==> config.mk <==
export PLATFORM = sky130hd
export DESIGN_NAME = ssl_support
export DESIGN_NICKNAME = d
export VERILOG_FILES = /design/src/ssl_pkg.sv /design/src/ssl_support.sv /design/src/ssl_cfg_mem.sv
export VERILOG_INCLUDE_DIRS = /design/src /design/src/src
export SDC_FILE = /design/constraint.sdc
export NUM_CORES = 2
export LEC_CHECK = 0
export BUFFER_PORTS_ARGS = -buffer_cell sky130_fd_sc_hd__buf_2
export CORE_MARGIN = 2
export CORE_UTILIZATION = 40
export CTS_BUF_LIST = sky130_fd_sc_hd__clkbuf_4 sky130_fd_sc_hd__clkbuf_8
export CTS_CLUSTER_DIAMETER = 150
export DETAILED_ROUTE_END_ITERATION = 12
export SYNTH_ARGS = -nofsm -noshare
export SYNTH_HDL_FRONTEND = slang
export SYNTH_HIERARCHICAL = 1
export SYNTH_SLANG_ARGS = --single-unit
==> constraint.sdc <==
create_clock -name pclk -period 3 [get_ports pclk]
set_input_delay 0 -clock pclk [delete_from_list [all_inputs] [get_ports pclk]]
set_output_delay 0 -clock pclk [all_outputs]
set_load 0.03 [all_outputs]
==> src/ssl_regs.svh <==
// ssl_regs.svh: port map, config indices, field positions and counts
`ifndef SSL_REGS_SVH
`define SSL_REGS_SVH

// i/o ports, reached over apb at byte address = port * 4
`define SSL_PORT_LSB           2
`define SSL_PORT_PRI_IDX       8'h22
`define SSL_PORT_PRI_DATA      8'h23
`define SSL_PORT_SMM_IDX       8'h26
`define SSL_PORT_SMM_DATA      8'h27
`define SSL_PORT_RTC_IDX       8'h70

// configuration register indices
`define SSL_CFG_SHADOW         8'h18
`define SSL_CFG_SMM            8'h94
`define SSL_CFG_RTC_SHADOW     8'h96

// field positions
`define SSL_SHADOW_L2_NC_BIT   3
`define SSL_SHADOW_L1_NC_BIT   2
`define SSL_SMM_L1_NC_BIT      3
`define SSL_SMM_GATE_FORCE_BIT 2
`define SSL_SMM_FLUSH_EN_BIT   4
`define SSL_SMM_STROBE_CPU_BIT 5

// reset values and read filler
`define SSL_CFG_RESET          8'h00
`define SSL_IDX_RESET          8'h00
`define SSL_RD_NONE            8'h00

// flush pulse length in clock cycles
`define SSL_FLUSH_CYCLES       3'h4

`endif

==> src/ssl_pkg.sv <==
// ssl_pkg: state types of the management-mode support logic
package ssl_pkg;

   typedef enum logic [1:0] {SSL_IDLE, SSL_BUSY, SSL_DONE} ssl_state_e;

   typedef struct packed {
      ssl_state_e st;
      logic       pready;
      logic       pslverr;
      logic [7:0] prdata;
      logic [7:0] idx_pri;
      logic       acc_pri;
      logic [7:0] idx_smm;
      logic       acc_smm;
      logic [7:0] cfg18;
      logic [7:0] cfg94;
      logic [7:0] rtc_idx;
      logic       act_n_prev;
      logic [2:0] flush_cnt;
      logic       flush_n;
      logic       gate;
      logic       gate_set;
      logic       gate_clr;
      logic       l1_smm_nc;
      logic       l2_nc;
      logic       l1_sh_nc;
   } ssl_top_s;

   typedef struct packed {
      logic [255:0][7:0] cells;
      logic [7:0]        rdata;
   } ssl_mem_s;

endpackage : ssl_pkg

==> src/ssl_support.sv <==
// ssl_support: management-mode flush, cache, gate and config window logic
//
// How it works
// RULE1: enabled flush pulses low four cycles on entry
// RULE2: no flush pulse for strobe-type processors
// RULE3: never flush on exit nor secondary cache
// RULE4: 94h bit 3 makes mode space L1-uncached
// RULE5: 18h bit 3 sets shadow region L2 cacheability
// RULE6: 18h=10 plus 94h.3 uncaches both caches
// RULE7: 94h bit 2 ORs active mode into gate
// RULE8: forced gate sends set/clear link codes
// RULE9: gate already high means no codes sent
// RULE10: no gate forcing for strobe-type processors
// RULE11: second window at ports 26 and 27
// RULE12: second window owns index and accessed flag
// RULE13: both windows reach same configuration registers
// RULE14: software picks window by its own mode
// RULE15: port 70 writes readable at index 96h
// RULE16: mode code saves, uses, restores port 70
// RULE17: no processor-type register, separate feature controls (code: 94h bit 5 selects strobe type)
// RULE18: static processor holds active level over cycles
// RULE19: strobe processor marks each mode cycle
// RULE20: flush line idles high outside pulse
//
// Implementation choices: the address map and the APB slave port.
`timescale 1ns/1ps
`include "ssl_regs.svh"
module ssl_support (
   input  wire logic        pclk,
   input  wire logic        presetn,
   input  wire logic        psel,
   input  wire logic        penable,
   input  wire logic        pwrite,
   input  wire logic [9:0]  paddr,
   input  wire logic [31:0] pwdata,
   output logic      [31:0] prdata,
   output logic             pready,
   output logic             pslverr,
   input  wire logic        mgmt_mode_active_n,
   input  wire logic        mgmt_mode_addr_strobe_n,
   input  wire logic        kbd_addr_bit20_gate,
   input  wire logic        emu_addr_bit20_gate,
   output logic             cache_flush_n,
   output logic             addr_bit20_gate,
   output logic             gate_set_link_code,
   output logic             gate_clear_link_code,
   output logic             l1_smm_noncache,
   output logic             l2_shadow_noncache,
   output logic             l1_shadow_noncache
);
   ssl_pkg::ssl_top_s q;
   ssl_pkg::ssl_top_s d;

   logic [7:0] port;
   logic       aligned;
   logic       is_pri_idx;
   logic       is_pri_data;
   logic       is_smm_idx;
   logic       is_smm_data;
   logic       is_rtc;
   logic       mapped;
   logic [7:0] cfg_idx;
   logic       cfg_acc;
   logic       mem_we;
   logic [7:0] mem_rdata;
   logic [7:0] wd;
   logic       strobe_cpu;
   logic       flush_en;
   logic       force_en;
   logic       entry;
   logic       in_smm;
   logic       kbd_gate;
   logic       gate_d;
   logic       xfer_end;

   // port decode of the apb address
   assign port        = paddr[9:`SSL_PORT_LSB];
   assign aligned     = (paddr[1:0] == 2'h0);
   assign is_pri_idx  = aligned && (port == `SSL_PORT_PRI_IDX);
   assign is_pri_data = aligned && (port == `SSL_PORT_PRI_DATA);
   assign is_smm_idx  = aligned && (port == `SSL_PORT_SMM_IDX); // RULE11
   assign is_smm_data = aligned && (port == `SSL_PORT_SMM_DATA); // RULE11
   assign is_rtc      = aligned && (port == `SSL_PORT_RTC_IDX);
   assign mapped      = is_pri_idx || is_pri_data || is_smm_idx
                        || is_smm_data || is_rtc;
   assign wd          = pwdata[7:0];

   // each window uses its own index and flag into one register space
   assign cfg_idx = is_smm_data ? q.idx_smm : q.idx_pri; // RULE12 RULE13
   assign cfg_acc = is_smm_data ? q.acc_smm : q.acc_pri; // RULE12

   // strobe-type processor bit and the flush and forcing enables it overrides
   assign strobe_cpu = q.cfg94[`SSL_SMM_STROBE_CPU_BIT]; // RULE17
   assign flush_en   = q.cfg94[`SSL_SMM_FLUSH_EN_BIT];
   assign force_en   = q.cfg94[`SSL_SMM_GATE_FORCE_BIT];

   // entry is the falling edge of the static active level
   assign entry    = q.act_n_prev && !mgmt_mode_active_n; // RULE18
   // strobe processors mark mode per bus cycle
   assign in_smm   = strobe_cpu ? !mgmt_mode_addr_strobe_n // RULE19
                                : !mgmt_mode_active_n;
   assign kbd_gate = kbd_addr_bit20_gate || emu_addr_bit20_gate;
   // forcing only for static-level processors
   assign gate_d   = kbd_gate || (force_en && !strobe_cpu // RULE7 RULE10
                                  && !mgmt_mode_active_n);
   assign xfer_end = psel && penable && q.pready;

   // configuration register storage shared by both windows
   ssl_cfg_mem u_mem (
      .pclk    (pclk),
      .presetn (presetn),
      .we      (mem_we),
      .waddr   (cfg_idx),
      .wdata   (wd),
      .raddr   (cfg_idx),
      .rdata   (mem_rdata)
   );

   // next state: apb slave, flush timer, gate and cache controls
   always_comb begin
      d      = q;
      mem_we = 1'b0;
      case (q.st)
         ssl_pkg::SSL_IDLE: begin
            if (psel && !penable) begin
               d.st = ssl_pkg::SSL_BUSY;
            end
         end
         ssl_pkg::SSL_BUSY: begin
            d.st      = ssl_pkg::SSL_DONE;
            d.pready  = 1'b1;
            d.pslverr = !mapped;
            d.prdata  = `SSL_RD_NONE;
            if (!pwrite) begin
               if (is_pri_idx) begin
                  d.prdata = q.idx_pri;
               end else if (is_smm_idx) begin
                  d.prdata = q.idx_smm;
               end else if ((is_pri_data || is_smm_data) && cfg_acc) begin
                  if (cfg_idx == `SSL_CFG_RTC_SHADOW) begin
                     d.prdata = q.rtc_idx; // RULE15
                  end else begin
                     d.prdata = mem_rdata; // RULE13
                  end
               end
            end
         end
         ssl_pkg::SSL_DONE: begin
            d.st      = ssl_pkg::SSL_IDLE;
            d.pready  = 1'b0;
            d.pslverr = 1'b0;
            if (xfer_end && pwrite) begin
               if (is_pri_idx) begin
                  d.idx_pri = wd;
                  d.acc_pri = 1'b1;
               end
               if (is_smm_idx) begin
                  d.idx_smm = wd; // RULE12
                  d.acc_smm = 1'b1; // RULE12
               end
               if (is_rtc) begin
                  d.rtc_idx = wd; // RULE15
               end
               if ((is_pri_data || is_smm_data) && cfg_acc) begin
                  mem_we = 1'b1; // RULE13
                  if (cfg_idx == `SSL_CFG_SHADOW) begin
                     d.cfg18 = wd;
                  end
                  if (cfg_idx == `SSL_CFG_SMM) begin
                     d.cfg94 = wd;
                  end
               end
            end
            // a data access consumes only its own window's flag
            if (xfer_end && is_pri_data) begin
               d.acc_pri = 1'b0;
            end
            if (xfer_end && is_smm_data) begin
               d.acc_smm = 1'b0; // RULE12
            end
         end
         default: begin
            d.st = ssl_pkg::SSL_IDLE;
         end
      endcase

      // flush pulse only on entry; nothing at exit or for the l2
      d.act_n_prev = mgmt_mode_active_n;
      if (q.flush_cnt != 3'h0) begin
         d.flush_cnt = q.flush_cnt - 3'h1; // RULE1
      end else if (entry && flush_en && !strobe_cpu) begin // RULE2 RULE3
         d.flush_cnt = `SSL_FLUSH_CYCLES; // RULE1
      end
      d.flush_n = (d.flush_cnt == 3'h0); // RULE20

      // link codes mark every change of the combined gate
      d.gate     = gate_d;
      d.gate_set = gate_d && !q.gate; // RULE8 RULE9
      d.gate_clr = !gate_d && q.gate; // RULE8 RULE9

      // cacheability controls
      d.l1_smm_nc = q.cfg94[`SSL_SMM_L1_NC_BIT] && in_smm; // RULE4 RULE6
      d.l2_nc     = q.cfg18[`SSL_SHADOW_L2_NC_BIT]; // RULE5 RULE6
      d.l1_sh_nc  = q.cfg18[`SSL_SHADOW_L1_NC_BIT]; // RULE6
   end

   // state register with constant reset values
   always_ff @(posedge pclk or negedge presetn) begin
      if (!presetn) begin
         q            <= '0;
         q.st         <= ssl_pkg::SSL_IDLE;
         q.idx_pri    <= `SSL_IDX_RESET;
         q.idx_smm    <= `SSL_IDX_RESET;
         q.cfg18      <= `SSL_CFG_RESET;
         q.cfg94      <= `SSL_CFG_RESET;
         q.act_n_prev <= 1'b1;
         q.flush_n    <= 1'b1;
      end else begin
         q <= d;
      end
   end

   // outputs straight from the state register
   assign prdata               = {24'h000000, q.prdata};
   assign pready               = q.pready;
   assign pslverr              = q.pslverr;
   assign cache_flush_n        = q.flush_n;
   assign addr_bit20_gate      = q.gate;
   assign gate_set_link_code   = q.gate_set;
   assign gate_clear_link_code = q.gate_clr;
   assign l1_smm_noncache      = q.l1_smm_nc;
   assign l2_shadow_noncache   = q.l2_nc;
   assign l1_shadow_noncache   = q.l1_sh_nc;
endmodule : ssl_support

==> src/ssl_cfg_mem.sv <==
// ssl_cfg_mem: configuration register storage with registered read
`timescale 1ns/1ps
module ssl_cfg_mem (
   input  wire logic       pclk,
   input  wire logic       presetn,
   input  wire logic       we,
   input  wire logic [7:0] waddr,
   input  wire logic [7:0] wdata,
   input  wire logic [7:0] raddr,
   output logic      [7:0] rdata
);
   ssl_pkg::ssl_mem_s q;
   ssl_pkg::ssl_mem_s d;

   // write port and registered read port
   always_comb begin
      d = q;
      if (we) begin
         d.cells[waddr] = wdata;
      end
      d.rdata = q.cells[raddr]; // old data on same-address collision
   end

   // state register
   always_ff @(posedge pclk or negedge presetn) begin
      if (!presetn) begin
         q <= '0;
      end else begin
         q <= d;
      end
   end

   assign rdata = q.rdata;

endmodule : ssl_cfg_mem

==> results.md <==
* Post-route cell area at 0.1192 mm2
* Reg clk slew, reported paths at 0.06 ns
* H-tree depth at 5
* Total global routing overflow at 0
* HPWL after detailed placement at 184000 um
* DIE HEIGHT at 495.3 um
* Die X at 495.3 um
* Routed vias/inst at 5.610
* Total iterations of the first detailed-routing run at 5
* Worst hold slack at 0.1078 ns
* Initial Util at 40.17%
* Synthesis-to-finish area growth at 23.48%
* Post-Route WL at 280400 um
* Mean Syn Cell Area at 15.31 um2
* Req. time, crit path at 3.93 ns
* Sequential area share after synthesis at 54.72%
* Synth Cell Area at 0.09654 mm2
* Core ar. at 0.2403 mm2
* Critical path startpoint category: flip-flop
* Synthesized flop and latch total at 2111
* DR iter-0 viols at 4130
* Routability cong. at 0.8898
* Synth Instances at 6305
* # IOs at 92
* Worst hold path class: in2reg
* Status: finished, violations left
* Hold Fails Final Rpt at 0
* Synth warn at 6
* Insertion delay to the later sink of the worst-skew pair at 1.13 ns
* Most common cell after layout, fill and taps aside: dfrtp_1
* Share of cells above drive strength 1 at 60.19%
* Gr usage total at 22.79%
* Failing checks: negative setup slack
* Placed cell count at 9928
* Hold Path Stages at 3
* CP Capture Type: flip-flop
* Clk sinks at 2111
* CTS Buffer Depth at 4
* Post-route insts no fill at 10700
* Actual slew at the worst max-slew pin at 0.9497 ns
* CP Max Fanout at 7
* Setup violators final at 7
* Synth Flop Type: dfrtp_1
* Static Leakage at 55.95 nW
* EDFF count, synth at 0
* Crit share post-route at 105.0%
* Worst Setup Path Type: reg2reg
* Max cap viols at 0
* Num CTS Buffers at 374
* Distinct cells, synth at 65
* Largest net degree at the start of global routing at 152
* Post-DRT Antenna Nets at 0
* Most frequent cells in the layout: 2107 x dfrtp_1, 2079 x mux2_2, 641 x buf_4
* F_max at 0.3176 GHz
* Clk_skew at 0.08383 ns
* VDD IR max at 0.0004974 V
* RSZ-0062 raised after global routing: true
* Die area at 0.2453 mm2
* Asr flop ratio synth at 100.0%
* R2r worst-path depth at 10
* Max-slew headroom at 36.68%
* Final Worst Setup Slack at -0.1491 ns
* CTS tree: done
* DRC violation count after routing at 0
* IO Port Bufs at 43
* Vias at 60000
* Avg WL per Cell at 26.22 um
* Post-place instance area at 0.1086 mm2
* Site Rows at 180
* Final Max Slew Viols at 0
* Nets at 7296
* Vias in the first global route at 63540
* Initial antenna violation count at 8
* WP data arrival at 4.08 ns
* First-pass GRT wire length at 420500 um
* Pwr per Cell Area at 489.1 mW/mm2
* Root Buffer: clkbuf_8
* Minimum clock period at 3.149 ns
[sequential cells by signal, indices dropped and copies added (netlist names)]
name and cells:
l2_shadow_noncache 1, prdata 8, force_en 1, cache_flush_n 1, d 2, pready 1, gate_clear_link_code 1, u_mem/q 2048
u_mem/rdata 8, q 34, l1_smm_noncache 1, addr_bit20_gate 1, gate_set_link_code 1, pslverr 1, flush_en 1, l1_shadow_noncache 1
[cell families after synthesis]
group | share of synthesized area, %
buffers and inverters | 2.825
adder cells (fa/ha/maj) | 0.09072
flip-flops | 54.72
AO/OA/AOI/OAI | 3.547
other | 0.003884
AND/OR/NAND/NOR | 2.722
multiplexers | 36.09
[path summary, 6_finish.rpt]
path	from	end	slack [ns]
max	q[36]	u_mem/rdata[6]	-0.15
min	pwdata[0]	q[11]	0.11
max reg2reg	q[36]	u_mem/rdata[6]	-0.15
min reg2reg	d[1]	l2_shadow_noncache	0.37
max in group asynchronous	presetn	u_mem/q[1161]	1.52
min in group asynchronous	presetn	u_mem/q[630]	0.19
[cells in the mapped netlist, types with 14 or more instances]
| master | number | area [um2] |
|---|---|---|
| dfrtp_1 | 2109 | 52780 |
| mux2_2 | 2086 | 23490 |
| mux4_2 | 451 | 10160 |
| clkbuf_1 | 316 | 1186 |
| nand2_1 | 141 | 529.3 |
| nor2_1 | 128 | 480.5 |
| mux2i_1 | 119 | 1191 |
| a22oi_1 | 114 | 855.8 |
| a21oi_1 | 99 | 495.5 |
| nor2_2 | 92 | 575.6 |
| buf_2 | 75 | 375.4 |
| buf_4 | 63 | 473.0 |
| o21ai_0 | 48 | 240.2 |
| o221ai_1 | 46 | 402.9 |
| a22o_1 | 34 | 297.8 |
| o22ai_1 | 32 | 200.2 |
| nor3_1 | 30 | 150.1 |
| a221oi_1 | 29 | 254.0 |
| nor2b_1 | 20 | 125.1 |
| inv_1 | 19 | 71.32 |
| nand3_1 | 19 | 95.09 |
| a31oi_1 | 18 | 112.6 |
| buf_6 | 18 | 202.7 |
| nand2b_1 | 17 | 106.4 |
| a21o_1 | 16 | 120.1 |
| buf_1 | 15 | 56.30 |
| and3_1 | 14 | 87.58 |
[critical path: stages, from the launching register on]
cell     delay (ns)
dfrtp_2        0.50
mux2_8         0.43
buf_16         0.20
buf_4          0.15
buf_4          0.15
mux4_2         0.46
a22oi_1        0.24
a21oi_2        0.15
nor3_4         0.47
buf_6          0.17
nor4_2         0.03
[where the power goes]
| part | switching, mW | internal [mW] | total [mW] |
|---|---|---|---|
| Clock | 11.9 | 15.9 | 27.8 |
| Combinational | 1.51 | 0.404 | 1.91 |
| Sequential | 0.0419 | 28.6 | 28.6 |
[layout make-up]
| type | count | area, um2 |
|---|---|---|
| antenna | 2 | 5.005 |
| clock buffer | 599 | 7456 |
| clock inverter | 47 | 350.3 |
| fill | 20180 | 121100 |
| inverter | 21 | 78.83 |
| multi-input combinational | 3690 | 42910 |
| sequential | 2111 | 52830 |
| tap | 3185 | 3985 |
| timing repair buffer | 1040 | 11590 |
[metrics by stage]
| stage | total power, mW | utilization, % | TNS [ns] | setup WS (ns) |
|---|---|---|---|---|
| 2_1_floorplan | 29.84 | - | -27.90 | -0.2505 |
| 3_3_place_gp | 30.92 | 45.20 | -1425.49 | -1.940 |
| 3_5_place_dp | 30.96 | 45.20 | -1443.34 | -1.901 |
| 4_1_cts | 59.04 | 49.19 | -1.124 | -0.1956 |
| 5_1_grt | 60.58 | 49.60 | -1.083 | -0.2276 |
| 6_report | 58.31 | 49.61 | -0.8028 | -0.1491 |
[what timing repair did]
| action | in CTS | in global routing |
|---|---|---|
| resized for setup | 125 | 149 |
| endpoints found under the hold margin | 4148 | 0 |
| hold buffers | 47 | 0 |
| pin swaps | 24 | 47 |
| setup buffers | 36 | 34 |
| endpoints found under the setup margin | 357 | 618 |
| cloned | 7 | 3 |
[routing by layer]
layer / GRT usage [%] / vias to the layer above / wire length, um / share of wire, %
met3: 3.888 / 432 / 14740 / 5.3
met5: 0 / - / 0 / 0
met4: 6.868 / 0 / 7696 / 2.7
met2: 36.32 / 1585 / 132700 / 47
li1: - / 25500 / - / -
met1: 31.95 / 32480 / 125300 / 45
(Power assumes the default switching activity.)
